### src/csal_pkg.sv
// constants and field layout of the cylinder seek address logic
//
// Functional notes
// - valid strobed address pulses accepted acknowledge
// - address above 312 octal flags invalid
// - acceptance loads distance into remaining register
// - acceptance sets one motion flop, clears other
// - inward tick increments current cylinder inward
// - outward tick decrements current cylinder outward
// - inward tick reclocks flops and distance
// - outward tick reclocks flops and distance
// - remaining distance updated every cylinder crossed
// - all-cleared distance commands maximum velocity
// - all-set distance commands minimum velocity
// - upper zone flag above 177 octal
// - reduce write current while upper zone
// - every strobe answered accepted or invalid
// - seek incomplete on timeout or inner limit
// - outer limit clears addresses, sets restore
// - on-cylinder ready when positioned at target
`default_nettype none
package csal_pkg;
  localparam int CYL_W = 8;
  localparam int DIST_W = 5;
  localparam int CNT_W = 9;
  localparam logic [CYL_W-1:0] CYL_MAX = 8'hCA;        // 312 octal
  localparam logic [CYL_W-1:0] ZONE_LIMIT = 8'h7F;     // 177 octal
  localparam logic [DIST_W-1:0] DIST_ALL_SET = 5'h1F;
  localparam logic [DIST_W-1:0] DIST_ALL_CLR = 5'h00;
  localparam logic [CNT_W-1:0] DIST_SAT = 9'h01F;
  // seek timeout, printed in milliseconds
  localparam int SEEK_TIMEOUT_MS = 280;
  localparam int CLK_HZ = 100_000_000;
  localparam int SEEK_TIMEOUT_CYC = SEEK_TIMEOUT_MS * (CLK_HZ / 1000);
  // register byte addresses
  localparam logic [7:0] ADDR_STATUS = 8'h00;
  localparam logic [7:0] ADDR_ENABLE = 8'h04;
  localparam logic [7:0] ADDR_CLEAR = 8'h08;
  localparam logic [7:0] ADDR_POS = 8'h0C;
  // event bit positions in status, enable and clear
  localparam int EV_ACK = 0;
  localparam int EV_INVALID = 1;
  localparam int EV_SEEK_INC = 2;
  localparam int EV_ON_CYL = 3;
  localparam int EV_W = 4;
  // fields of the position register
  localparam int POS_TGT_LSB = 8;
  localparam int POS_DIST_LSB = 16;
  localparam int POS_FLAG_LSB = 24;
endpackage : csal_pkg
`default_nettype wire

### src/csal_top.sv
// cylinder seek address logic with apb status and interrupt registers
`default_nettype none
module csal_top
  import csal_pkg::*;
#(
  parameter int SEEK_LIMIT_CYC = SEEK_TIMEOUT_CYC
) (
  input wire logic i_sys_clk,                   // system clock, 100 MHz
  input wire logic i_reset_n,                   // async reset, active low
  input wire logic [CYL_W-1:0] i_cyl_addr,      // cylinder address from controller
  input wire logic i_strobe,                    // one-cycle command strobe
  input wire logic i_restore,                   // one-cycle restore request
  input wire logic i_inward_step_tick,          // one pulse per cylinder inward
  input wire logic i_outward_step_tick,         // one pulse per cylinder outward
  input wire logic i_outer_limit,               // outer limit sensed, level
  input wire logic i_inner_limit,               // inner limit sensed, level
  output logic o_cylinder_ok_ack,               // cylinder_ok_ack pulse
  output logic o_addr_invalid,                  // address invalid pulse
  output logic o_inward_motion_flop,            // inward motion wanted
  output logic o_outward_motion_flop,           // outward motion wanted
  output logic [DIST_W-1:0] o_remaining_distance_reg, // velocity code to servo
  output logic o_max_velocity,                  // full speed command
  output logic o_min_velocity,                  // slowest speed command
  output logic [CYL_W-1:0] o_current_cyl,       // current cylinder
  output logic o_upper_zone_flag,               // cylinder above 177 octal
  output logic o_reduce_write_current,          // to write logic
  output logic o_return_to_track_zero,          // restore flop
  output logic o_seek_incomplete,               // seek failed, sticky
  output logic o_on_cylinder,                   // positioned and ready
  output logic o_irq,                           // level interrupt
  input wire logic i_psel,                      // apb select
  input wire logic i_penable,                   // apb enable
  input wire logic i_pwrite,                    // apb direction
  input wire logic [7:0] i_paddr,               // apb byte address
  input wire logic [31:0] i_pwdata,             // apb write data
  output logic [31:0] o_prdata,                 // apb read data
  output logic o_pready,                        // apb ready
  output logic o_pslverr                        // apb error on unmapped
);

  logic [CYL_W-1:0] cur_q, cur_d, tgt_q, tgt_d;
  logic [CNT_W-1:0] dist_q, dist_d;
  logic [DIST_W-1:0] code_q, code_d;
  logic in_q, in_d, out_q, out_d, rtz_q, rtz_d;
  logic ack_q, ack_d, inv_q, inv_d, zone_q, zone_d;
  logic sinc_q, sinc_d, oncyl_q, oncyl_d;
  logic [31:0] tmr_q, tmr_d;
  logic [EV_W-1:0] stat_q, stat_d, en_q, en_d, ev;
  logic upd, timeout, wr, rd_ok;

  // seek sequencing: strobe check, tick counting, restore and limits
  always_comb begin
    cur_d = cur_q;
    tgt_d = tgt_q;
    in_d = in_q;
    out_d = out_q;
    rtz_d = rtz_q;
    dist_d = dist_q;
    ack_d = 1'b0;
    inv_d = 1'b0;
    if (i_strobe) begin
      if (i_cyl_addr > CYL_MAX) begin
        inv_d = 1'b1;
      end else begin
        ack_d = 1'b1;
        tgt_d = i_cyl_addr;
      end
    end
    if (i_inward_step_tick && in_q) begin
      cur_d = cur_q + 1'b1;
    end
    // count down going outward, never below zero
    if (i_outward_step_tick && out_q && cur_q != '0) begin
      cur_d = cur_q - 1'b1;
    end
    // opposite tick reclocks flops and distance
    upd = ack_d | (i_inward_step_tick & out_q) | (i_outward_step_tick & in_q)
      | (i_inward_step_tick & in_q) | (i_outward_step_tick & out_q);
    if (upd && !rtz_q) begin
      dist_d = (tgt_d > cur_d) ? {1'b0, tgt_d - cur_d} : {1'b0, cur_d - tgt_d};
      // inward flop set if target above, outward if below; both reset at target
      in_d = tgt_d > cur_d;
      out_d = tgt_d < cur_d;
    end
    // restore and inner limit drive the carriage outward to home
    if (i_restore || i_inner_limit) begin
      rtz_d = 1'b1;
      tgt_d = '0;
      in_d = 1'b0;
      out_d = 1'b1;
      dist_d = {1'b0, cur_q};
    end
    // restore ends once home has been reached and the limit released
    if (rtz_q && !out_q && !i_outer_limit) begin
      rtz_d = 1'b0;
    end
    // outer limit holds addresses cleared, restore set
    if (i_outer_limit) begin
      cur_d = '0;
      tgt_d = '0;
      dist_d = '0;
      rtz_d = 1'b1;
      out_d = 1'b0;
    end
    // upper zone from next cylinder so the flag stays registered
    zone_d = cur_d > ZONE_LIMIT;
  end

  // seek timer runs only while a motion flop is set
  always_comb begin
    tmr_d = (in_q || out_q) ? tmr_q + 32'h1 : 32'h0;
    timeout = (in_q || out_q) && (tmr_q == 32'(SEEK_LIMIT_CYC - 1));
    // timeout or inner limit, set wins over acceptance clear
    sinc_d = sinc_q;
    if (ack_q) begin
      sinc_d = 1'b0;
    end
    if (timeout || i_inner_limit) begin
      sinc_d = 1'b1;
    end
    // ready once no motion is wanted
    oncyl_d = !in_d && !out_d && !rtz_d;
    // five flops hold the code: cleared far away, all set on arrival
    // registering it keeps subtractor glitches off the servo lines
    code_d = (dist_d >= DIST_SAT) ? DIST_ALL_CLR
      : (DIST_ALL_SET - dist_d[DIST_W-1:0]);
  end

  // motion and position registers
  always_ff @(posedge i_sys_clk or negedge i_reset_n) begin
    if (!i_reset_n) begin
      cur_q <= '0;
      tgt_q <= '0;
      dist_q <= '0;
      code_q <= DIST_ALL_SET;
      in_q <= 1'b0;
      out_q <= 1'b0;
      rtz_q <= 1'b0;
      ack_q <= 1'b0;
      inv_q <= 1'b0;
      zone_q <= 1'b0;
      sinc_q <= 1'b0;
      oncyl_q <= 1'b0;
      tmr_q <= 32'h0;
    end else begin
      cur_q <= cur_d;
      tgt_q <= tgt_d;
      dist_q <= dist_d;
      code_q <= code_d;
      in_q <= in_d;
      out_q <= out_d;
      rtz_q <= rtz_d;
      ack_q <= ack_d;
      inv_q <= inv_d;
      zone_q <= zone_d;
      sinc_q <= sinc_d;
      oncyl_q <= oncyl_d;
      tmr_q <= tmr_d;
    end
  end

  // five-bit code straight from its flops
  assign o_remaining_distance_reg = code_q;
  assign o_max_velocity = o_remaining_distance_reg == DIST_ALL_CLR;
  assign o_min_velocity = o_remaining_distance_reg == DIST_ALL_SET;
  assign o_current_cyl = cur_q;
  assign o_upper_zone_flag = zone_q;
  // write current drops in the upper zone
  assign o_reduce_write_current = zone_q;
  assign o_cylinder_ok_ack = ack_q;
  assign o_addr_invalid = inv_q;
  assign o_inward_motion_flop = in_q;
  assign o_outward_motion_flop = out_q;
  assign o_return_to_track_zero = rtz_q;
  assign o_seek_incomplete = sinc_q;
  assign o_on_cylinder = oncyl_q;

  // sticky events; a set in the clearing cycle wins
  always_comb begin
    ev = '0;
    ev[EV_ACK] = ack_q;
    ev[EV_INVALID] = inv_q;
    ev[EV_SEEK_INC] = sinc_d & ~sinc_q;
    ev[EV_ON_CYL] = oncyl_d & ~oncyl_q;
    wr = i_psel && i_penable && i_pwrite;
    stat_d = stat_q;
    en_d = en_q;
    if (wr && i_paddr == ADDR_CLEAR) begin
      stat_d = stat_q & ~i_pwdata[EV_W-1:0];
    end
    if (wr && i_paddr == ADDR_ENABLE) begin
      en_d = i_pwdata[EV_W-1:0];
    end
    stat_d = stat_d | ev;
  end

  // interrupt registers
  always_ff @(posedge i_sys_clk or negedge i_reset_n) begin
    if (!i_reset_n) begin
      stat_q <= '0;
      en_q <= '0;
    end else begin
      stat_q <= stat_d;
      en_q <= en_d;
    end
  end

  assign o_irq = |(stat_q & en_q);

  // apb slave: zero wait states, unmapped addresses answer with error
  always_comb begin
    o_prdata = 32'h0;
    rd_ok = 1'b1;
    case (i_paddr)
      ADDR_STATUS: o_prdata[EV_W-1:0] = stat_q;
      ADDR_ENABLE: o_prdata[EV_W-1:0] = en_q;
      ADDR_CLEAR: o_prdata = 32'h0;
      ADDR_POS: begin
        o_prdata[CYL_W-1:0] = cur_q;
        o_prdata[POS_TGT_LSB +: CYL_W] = tgt_q;
        o_prdata[POS_DIST_LSB +: DIST_W] = o_remaining_distance_reg;
        o_prdata[POS_FLAG_LSB +: 4] = {rtz_q, zone_q, out_q, in_q};
      end
      default: rd_ok = 1'b0;
    endcase
  end
  assign o_pready = 1'b1;
  assign o_pslverr = i_psel && i_penable && !rd_ok;
endmodule : csal_top
`default_nettype wire

### config.mk
export PLATFORM = sky130hd
export DESIGN_NAME = csal_top
export DESIGN_NICKNAME = d
export VERILOG_FILES = /design/src/csal_pkg.sv /design/src/csal_top.sv
export SDC_FILE = /design/constraint.sdc
export NUM_CORES = 1
export LEC_CHECK = 0
export BUFFER_PORTS_ARGS = -buffer_cell sky130_fd_sc_hd__buf_4
export CAP_MARGIN = 20
export CORE_MARGIN = 1
export CORE_UTILIZATION = 35
export DETAILED_ROUTE_END_ITERATION = 10
export SYNTH_ARGS = -nofsm -noshare
export SYNTH_HDL_FRONTEND = slang
export SYNTH_SLANG_ARGS = --single-unit
export TNS_END_PERCENT = 20
### constraint.sdc
create_clock -name i_sys_clk -period 6.2 [get_ports i_sys_clk]
set_input_delay 1.24 -clock i_sys_clk [delete_from_list [all_inputs] [get_ports i_sys_clk]]
set_output_delay 1.24 -clock i_sys_clk [all_outputs]
set_load 0.01 [all_outputs]
==> results of run 1 <==
## cells in the mapped netlist, drive strengths merged (6+ instances only)
cell type	count
buf	14
nor4	6
o21ai	8
clkbuf	19
a31oi	9
nor3	8
xor2	26
dfrtp	72
a21o	10
nor2	70
mux2i	18
nand4	8
and3	14
inv	26
ha	18
a21oi	19
and2	29
a211oi	7
nand2	40
nand3	20
xnor2	13
## worst min-delay path by stage
stage / to / cells after the start / slack, ps / from
2_1_floorplan: stat_q[3]$_DFF_PN0_ / 2 / 470 / stat_q[3]$_DFF_PN0_
3_3_place_gp: stat_q[1]$_DFF_PN0_ / 1 / 470 / o_addr_invalid$_DFF_PN0_
3_5_place_dp: stat_q[1]$_DFF_PN0_ / 1 / 480 / o_addr_invalid$_DFF_PN0_
4_1_cts: stat_q[1]$_DFF_PN0_ / 1 / 490 / o_addr_invalid$_DFF_PN0_
5_1_grt: stat_q[1]$_DFF_PN0_ / 1 / 510 / o_addr_invalid$_DFF_PN0_
6_report: stat_q[1]$_DFF_PN0_ / 1 / 490 / o_addr_invalid$_DFF_PN0_
## kinds of logic (layout without fill, tap and decap cells)
logic type,count (synthesis),in the layout,share of synthesized area [%]
other,2,8,0.160
buffers and inverters,59,125,5.87
muxes,23,23,5.04
AOI/OAI and AO/OA,77,77,11.4
DFF,77,77,41.2
adders and majority gates,20,20,5.65
and+or+nand+nor,220,220,23.3
xor gates and xnor gates,39,39,7.28
## cell type report
class / count / area (um2) / share of cell area [%]
well taps: 172 / 215 / 3.79
inverters: 26 / 97.6 / 1.72
clock buffers: 12 / 256 / 4.51
multi-input cells: 387 / 2500 / 44.1
repair buffers: 83 / 623 / 11.0
flip-flops and latches: 77 / 1930 / 34.0
clock inverters: 4 / 55.1 / 0.968
## power groups by stage
stage | Combinational, W | Sequential, W | Clock [W]
floorplan | 0.000875 | 0.000611 | 0
global placement | 0.00112 | 0.000641 | 0
detailed placement | 0.00113 | 0.000642 | 0
CTS | 0.00114 | 0.000633 | 0.000554
global route | 0.00126 | 0.000642 | 0.000572
finish | 0.00115 | 0.000634 | 0.000541
## per-layer routing
metal | track usage [%] | vias up | share of wire [%]
met2 | 26.7 | 133 | 44
met1 | 24.0 | 1841 | 48
met3 | 3.54 | 15 | 6.1
li1 | - | 1892 | -
met4 | 6.57 | 0 | 1.8
met5 | 0 | - | 0
## per-stage QoR
step	hold WS, ps	total power (W)	worst slack (ps)	cells
finish	494	0.00233	1280	761
global route	513	0.00248	1000	761
CTS	494	0.00233	1240	761
detailed placement	482	0.00177	955	745
global placement	470	0.00176	1000	745
floorplan	467	0.00149	1580	523
==> results.py, run 1 <==
metrics = {
    "synthesis": {
        "synth_top_area_cell": "dfrtp_1",
        "yosys.area.top_type_share_pct": 38.4,
        "synth_cell_type_count": 53,
        "yosysSeqAreaShare_pct": 41.2,
        "synthesis.instances": 517,
        "synth_area_per_cell_um2": 9.07,
        "synthFlopType": "dfrtp_1",
        "synthTopCellsByArea": "dfrtp_1, nor2_1, xor2_1, ha_1, and2_1",
        "synth_seq_cells": 77,
        "ys_warn_count": 0,
        "synthesis.area_um2": 4690,
        "async_flop_share_pct": 100,
        "synth-edff-count": 0,
    },
    "clock_network": {
        "cts_root_buffer": "clkbuf_16",
        "htree_levels": 3,
        "insertion_delay_ps": 340,
        "cts_tree": "yes",
        "post_cts_resize_count": 0,
        "postCtsHoldBufs": 0,
        "clock_path_buffers": 2,
        "postCtsSetupBuffers": 0,
        "cts_num_sinks": 77,
        "cts_buffers": 9,
        "clkTransAtPathRegs_ps": 60,
    },
    "run_status": {
        "status": "finished, final reports clean",
    },
    "timing": {
        "rsz0062_at_grt": "false",
        "finalMaxSlewViolations": 0,
        "tightest_slew_ps": 967,
        "setup_viol": 0,
        "hold_viol": 0,
        "final.period_utilization_pct": 79.4,
        "tns_ps": 0,
        "min_period_ps": 4920,
        "skew_ps": 4.65,
        "max_freq_ghz": 0.203,
        "relSlewSlack_pct": 35.5,
    },
    "setup_path": {
        "cp-startpoint": "i_cyl_addr[3]",
        "crit_type": "input port to flip-flop",
        "rrSetupSlack_ps": 1500,
        "cp-end-kind": "flip-flop",
        "critical_path.top_delay_family": "compound AO/OA/AOI/OAI gates",
        "reg2reg_to": "o_remaining_distance_reg[3]$_DFF_PN1_",
        "crit_end": "o_remaining_distance_reg[3]$_DFF_PN1_",
        "crit_top_cell": "mux2i_1",
        "max_stage_delay_ps": 500,
        "crit_buf_inv": 2,
        "cp_max_fo": 8,
        "worstSetupPathDepth": 14,
        "worstPathRequired_ps": 6450,
        "crit_path_start_kind": "input port",
        "worstPathArrival_ps": 5170,
        "r2r-start": "o_current_cyl[0]$_DFF_PN0_",
        "slowest_stage": "mux2i_1",
        "reg2reg_depth": 16,
        "path_cells": "buf_4 -> a211oi_2 -> a21oi_1 -> nand2b_1 -> mux2i_1 -> inv_1 -> fa_1 -> a21o_1 -> a221o_1 -> a21oi_4 -> mux2i_1 -> mux2i_1 -> o2111ai_2 -> a211oi_1",
    },
    "detailed_routing": {
        "wl_mm": 11.6,
        "routed_via_density": 5.10,
        "firstDrtPassIters": 4,
        "ant_nets": 0,
        "drc": 0,
        "wl_per_cell_um": 15.3,
        "drt-initial-drc-count": 248,
        "vias": 3881,
    },
    "floorplanning": {
        "die_area_um2": 13900,
        "dieHeight_um": 118,
        "num_rows": 41,
        "core_area_um2": 12800,
        "initial_core_util_pct": 36.6,
        "dieWidth_um": 118,
        "pin_count": 118,
    },
    "placed_design": {
        "portBuffers": 81,
        "post_dp_cell_area_um2": 5370,
        "hpwl_mm": 8.64,
        "place_congestion": 0.894,
    },
    "power_and_ir_drop": {
        "power.leakage_nw": 2.80,
        "clockPowerShare_pct": 23.3,
        "ir_drop_v": 0.000198,
        "sequentialPowerShare_pct": 27.3,
        "switching_share_pct": 40.1,
        "p_comb_share_pct": 49.5,
        "p_sw_w": 0.000933,
        "p_int_w": 0.00139,
        "power.density_nw_per_um2": 409,
    },
    "finish": {
        "fin_util_pct": 44.3,
        "regMostFlops": "tmr_q",
        "fin_area_um2": 5690,
        "reg_top3": "tmr_q (32), dist_q (9)",
        "drive_above_1_share_pct": 19.4,
        "largest_reg_flops": 32,
        "fin_nets": 663,
        "syn_to_final_growth_pct": 21.2,
        "final_cell_mix": "buf_4, dfrtp_1, nor2_1",
        "final.fill_count": 1257,
        "diodes": 0,
        "final_common_cell": "buf_4",
    },
    "global_route": {
        "gr-total-overflow": 0,
        "grt_pass1_vias": 3778,
        "antenna_found_initial": 0,
        "grt_max_degree": 78,
        "grt_pass1_wl_mm": 19.2,
        "grt.total_usage_pct": 17.4,
    },
    "flow_run": {
        "maxCapViolations": 0,
    },
    "min_path": {
        "holdCritPathClass": "flip-flop to flip-flop",
    },
}
No activity file was read; power rests on OpenSTA's default activity.
==> run 2, diff against run 1 <==
ABC_AREA = 1   (was not set)
clock period = 4.2 ns   (was 6.2 ns; I/O delays follow)
==> run 2 against run 1 <==
Against the previous run: via count up 21%; largest power group unchanged; global-route usage up 1.6 points; first-iteration DRC count up 13%; combinational power up 70%; final area up 11%; worst hold slack worse by 130 ps; critical path type is now flip-flop to flip-flop; die area up 9.6%; core utilization up 0.26 points.
==> results.py, run 2 <==
metrics = {
    "timing": {
        "final.period_utilization_pct": 89.9,
        "setup_viol": 0,
        "max_freq_ghz": 0.265,
        "finalMaxSlewViolations": 0,
        "tns_ps": 0,
        "rsz0062_at_grt": "false",
        "relSlewSlack_pct": 64.2,
        "hold_slack_ps": 368,
        "tightest_slew_ps": 532,
        "hold_viol": 0,
        "skew_ps": 5.68,
        "min_period_ps": 3780,
    },
    "synthesis": {
        "synth_area_per_cell_um2": 7.20,
        "synth-edff-count": 0,
        "yosysSeqAreaShare_pct": 37.5,
        "ys_warn_count": 0,
        "synthTopCellsByArea": "dfrtp_1, nand2_1, inv_1, nor2_1, ha_1",
        "synthesis.instances": 715,
        "synthFlopType": "dfrtp_1",
        "yosys.area.top_type_share_pct": 35.0,
        "synthesis.area_um2": 5150,
        "synth_top_area_cell": "dfrtp_1",
        "async_flop_share_pct": 100,
        "synth_cell_type_count": 43,
        "yosysMostFrequentCell": "nand2_1",
        "synth_seq_cells": 77,
        "netlist_top_cells_count": "nand2_1, inv_1, nor2_1, dfrtp_1, a21oi_1",
    },
    "clock_network": {
        "cts_buffers": 9,
        "clkTransAtPathRegs_ps": 60,
        "clock_path_buffers": 2,
        "cts_root_buffer": "clkbuf_16",
        "htree_levels": 3,
        "cts_num_sinks": 77,
        "postCtsSetupBuffers": 0,
        "insertion_delay_ps": 340,
        "cts_tree": "yes",
        "postCtsHoldBufs": 0,
    },
    "floorplanning": {
        "initial_core_util_pct": 36.5,
        "num_rows": 43,
        "pin_count": 118,
        "die_area_um2": 15200,
        "dieHeight_um": 123,
        "core_area_um2": 14100,
        "dieWidth_um": 123,
    },
    "placed_design": {
        "portBuffers": 81,
        "place_congestion": 0.868,
        "hpwl_mm": 10.4,
    },
    "finish": {
        "multi_input_area_um2": 2640,
        "fin_util_pct": 44.6,
        "seq_area_um2": 1930,
        "syn_to_final_growth_pct": 22.1,
        "final.fill_count": 1461,
        "drive_above_1_share_pct": 18.6,
        "reg_top3": "tmr_q (32), dist_q (9)",
        "final_cell_mix": "nand2_1, inv_1, nor2_1",
        "diodes": 0,
        "regMostFlops": "tmr_q",
        "final_common_cell": "nand2_1",
        "fin_nets": 880,
        "largest_reg_flops": 32,
    },
    "power_and_ir_drop": {
        "power.leakage_nw": 3.15,
        "power.density_nw_per_um2": 593,
        "p_total_w": 0.00373,
        "ir_drop_v": 0.000326,
    },
    "setup_path": {
        "worstPathArrival_ps": 4050,
        "crit_type": "flip-flop to flip-flop",
        "cp-startpoint": "o_current_cyl[2]$_DFF_PN0_",
        "crit_path_start_kind": "flip-flop",
        "worstPathRequired_ps": 4470,
        "cp_max_fo": 8,
        "r2r-start": "o_current_cyl[2]$_DFF_PN0_",
        "cp-end-kind": "flip-flop",
    },
    "global_route": {
        "grt_pass1_vias": 4549,
        "grt_pass1_wl_mm": 21.9,
        "grt-busiest-layer": "met2",
        "met2_usage_pct": 32.3,
        "antenna_found_initial": 0,
        "met3_usage_pct": 4.43,
        "grt_max_degree": 78,
        "grt.total_usage_pct": 19.0,
        "grt_util_met1_pct": 23.5,
        "gr-total-overflow": 0,
    },
    "detailed_routing": {
        "wl_mm": 13.7,
        "vias": 4705,
        "ant_nets": 0,
        "routed_via_density": 4.77,
        "drt-initial-drc-count": 281,
        "firstDrtPassIters": 4,
        "wl_per_cell_um": 13.9,
        "drc": 0,
    },
    "flow_run": {
        "maxCapViolations": 0,
    },
    "run_status": {
        "status": "finished, final reports clean",
    },
    "min_path": {
        "holdCritPathClass": "input port to async pin",
    },
}
run 2: cell count changes in the layout (fill, tap and decap cells not counted), moves of 10 or more:
| cell | change |
|---|---|
| and3_1 | -13 |
| inv_1 | +88 |
| nor2_1 | +35 |
| nor3_1 | +13 |
| nand2_2 | +10 |
| xnor2_1 | -11 |
| nand2_1 | +100 |
| o21ai_0 | +29 |
| mux2i_1 | -18 |
| xor2_1 | -10 |
| a21oi_1 | +21 |
| nand3_1 | +12 |
| and2_1 | -29 |
run 2: layout make-up:
class                      count  share of cell area [%]
clock buffer                  12                    3.92
clock inverter                 4                    1.15
inverter                     122                    7.29
multi-input combinational    499                    42.0
sequential                    77                    30.8
tap                          180                    3.58
timing repair buffer          92                    11.3
run 2: timing repair:
item	in CTS	in global routing
endpoints found under the hold margin	0	0
resized for setup	0	1
setup endpoints to repair	0	3
run 2: worst paths after layout:
check | endpoint | slack, ps | depth (start not counted)
setup / recovery | o_remaining_distance_reg[0]$_DFF_PN1_ | 420 | 23
hold / removal | tmr_q[16]$_DFF_PN0_ | 370 | 1
setup reg to reg | o_remaining_distance_reg[0]$_DFF_PN1_ | 420 | 23
hold reg to reg | tmr_q[0]$_DFF_PN0_ | 500 | 1
max in group asynchronous | o_remaining_distance_reg[0]$_DFF_PN1_ | 3200 | 2
min in group i_sys_clk | tmr_q[0]$_DFF_PN0_ | 500 | 1
run 2: critical path: stages (launching register included):
cell and delay, ps:
dfrtp_1 430, inv_1 250, nand3_1 190, nor2_1 200, a31oi_4 140, inv_2 140
nand2_1 70, xor2_1 280, ha_1 240, inv_1 70, fa_1 410, inv_1 80
nor2_1 50, o21ai_0 250, nand3_1 120, nand2_1 110, nand2_1 50, nand3_1 70
nand2_1 50, nand2_1 70, nand2_1 60, nor2_1 110, nand2_1 130, nor2_1 130
run 2: metal layers:
metal	part of all wire, %	routed length [um]
met5	0	0
met2	50	6800
met4	1.8	240
met3	4.4	599
met1	44	6030
run 2: where the power goes:
part / internal (W) / switching [W]
Sequential: 0.000837 / 0.0000877
Clock: 0.000536 / 0.000305
Combinational: 0.000742 / 0.00122
Total: 0.00211 / 0.00161
run 2: cell families (layout without fill, tap and decap cells):
logic type	count (synthesis)	in the layout	synth area share [%]
AND/OR/NAND/NOR	349	349	30.8
buffers and inverters	145	230	11.7
AO/OA/AOI/OAI	104	104	11.6
flip-flops	77	77	37.5
adder cells (fa/ha/maj)	20	20	5.15
XOR/XNOR	18	18	3.06
other	2	8	0.146
run 2: metrics by stage:
step	instance area (um2)	cells	setup slack [ps]
2_1_floorplan	5170	721	949
3_3_place_gp	5940	969	280
3_5_place_dp	5940	969	274
4_1_cts	6260	985	382
5_1_grt	6290	986	3.68
6_report	6290	986	423
==> run 3, diff against run 2 <==
MAX_ROUTING_LAYER = met4   (was not set)
==> run 3 against run 2 <==
Against the previous run: final cell count stayed put; core utilization stayed put; highest routed layer unchanged; worst hold slack hardly changed.
==> results.py, run 3 (synthesized netlist as in run 2, its figures left out) <==
metrics = {
    "run_status": {
        "status": "finished, final reports clean",
    },
    "power_and_ir_drop": {
        "ir_drop_v": 0.000328,
        "power.leakage_nw": 3.15,
        "power.density_nw_per_um2": 593,
    },
    "clock_network": {
        "clock_path_buffers": 2,
        "postCtsSetupBuffers": 0,
        "cts_buffers": 9,
        "postCtsHoldBufs": 0,
        "post_cts_resize_count": 0,
        "cts_tree": "yes",
        "cts_root_buffer": "clkbuf_16",
        "clkTransAtPathRegs_ps": 60,
        "insertion_delay_ps": 340,
        "htree_levels": 3,
        "cts_num_sinks": 77,
    },
    "global_route": {
        "gr-total-overflow": 0,
        "grt.total_usage_pct": 19.5,
        "grt_pass1_wl_mm": 21.9,
        "grt_pass1_vias": 4540,
        "grt_max_degree": 78,
        "antenna_found_initial": 0,
    },
    "setup_path": {
        "rrSetupSlack_ps": 410,
        "crit_top_cell": "nand2_1",
        "cp-end-kind": "flip-flop",
        "r2r-start": "o_current_cyl[2]$_DFF_PN0_",
        "max_stage_delay_ps": 430,
        "worstPathArrival_ps": 4060,
        "path_cells": "inv_1 -> nand3_1 -> nor2_1 -> a31oi_4 -> inv_2 -> nand2_1 -> xor2_1 -> ha_1 -> inv_1 -> fa_1 -> inv_1 -> nor2_1 -> o21ai_0 -> nand3_1 -> nand2_1 -> nand2_1 -> nand3_1 -> nand2_1 -> nand2_1 -> nand2_1 -> nor2_1 -> nand2_1 -> nor2_1",
        "critical_path.top_delay_family": "simple AND/OR/NAND/NOR gates",
        "crit_buf_inv": 4,
        "cp_max_fo": 8,
        "worstPathRequired_ps": 4470,
        "slowest_stage": "dfrtp_1",
        "reg2reg_depth": 23,
        "reg2reg_to": "o_remaining_distance_reg[0]$_DFF_PN1_",
        "crit_path_start_kind": "flip-flop",
        "crit_type": "flip-flop to flip-flop",
    },
    "finish": {
        "fin_area_um2": 6290,
        "final_common_cell": "nand2_1",
        "regMostFlops": "tmr_q",
        "largest_reg_flops": 32,
        "fin_cells": 986,
        "fin_nets": 880,
        "syn_to_final_growth_pct": 22.1,
        "final_cell_mix": "nand2_1, inv_1, nor2_1",
        "diodes": 0,
        "drive_above_1_share_pct": 18.6,
        "reg_top3": "tmr_q (32), dist_q (9)",
    },
    "detailed_routing": {
        "drt-initial-drc-count": 269,
        "routed_via_density": 4.78,
        "wl_per_cell_um": 13.8,
        "ant_nets": 0,
        "drc": 0,
        "wl_mm": 13.6,
        "vias": 4715,
        "firstDrtPassIters": 6,
    },
    "floorplanning": {
        "core_area_um2": 14100,
        "num_rows": 43,
        "pin_count": 118,
        "dieHeight_um": 123,
        "dieWidth_um": 123,
        "die_area_um2": 15200,
        "initial_core_util_pct": 36.5,
    },
    "timing": {
        "relSlewSlack_pct": 64.4,
        "hold_slack_ps": 368,
        "skew_ps": 5.02,
        "tightest_slew_ps": 530,
        "finalMaxSlewViolations": 0,
        "rsz0062_at_grt": "false",
        "max_freq_ghz": 0.264,
        "tns_ps": 0,
        "setup_slack_ps": 406,
        "min_period_ps": 3790,
        "hold_viol": 0,
        "final.period_utilization_pct": 90.3,
        "setup_viol": 0,
    },
    "min_path": {
        "holdCritPathClass": "input port to async pin",
    },
    "placed_design": {
        "place_ws_ps": 274,
        "portBuffers": 81,
        "hpwl_mm": 10.4,
        "dp.cells": 969,
        "place_congestion": 0.882,
        "post_dp_cell_area_um2": 5940,
    },
    "flow_run": {
        "maxCapViolations": 0,
    },
}
## run 3: cell counts in the layout (fill, tap and decap cells not counted)
No cell type changed its count.
## run 3: final cells by class
type	instances	area, um2
fillers	1461	7810
repair buffers	92	711
flip-flops and latches	77	1930
well taps	180	225
multi-input cells	499	2640
clock buffers	12	246
clock inverters	4	72.6
inverters	122	458
## run 3: report_power, final
part	switching [W]	leakage (nW)	internal (W)
clock network	0.000306	0.153	0.000536
logic	0.00122	1.98	0.000742
registers	0.0000870	1.02	0.000837
## run 3: through the flow
step	util (%)	total power, W
final	44.6	0.00373
after global routing	44.6	0.00408
after CTS	44.4	0.00375
after detailed placement	42.1	0.00289
after global placement	42.1	0.00289
after floorplan	-	0.00231
## run 3: layer usage
layer / global-route usage, % / wire length, um
met5: - / 0
met4: 6.25 / 231
met3: 4.43 / 548
met2: 32.2 / 6790
met1: 23.7 / 6050
## run 3: how the worst max path moves through the flow
stage,slack (ps),to,from,depth (start not counted)
after floorplan,950,o_remaining_distance_reg[0]$_DFF_PN1_,i_outward_step_tick,22
after global placement,280,o_remaining_distance_reg[2]$_DFF_PN1_,i_cyl_addr[0],26
after detailed placement,270,o_remaining_distance_reg[0]$_DFF_PN1_,i_cyl_addr[0],24
after CTS,380,o_remaining_distance_reg[0]$_DFF_PN1_,o_current_cyl[2]$_DFF_PN0_,24
after global routing,4,o_remaining_distance_reg[0]$_DFF_PN1_,o_current_cyl[1]$_DFF_PN0_,24
final,410,o_remaining_distance_reg[0]$_DFF_PN1_,o_current_cyl[2]$_DFF_PN0_,23
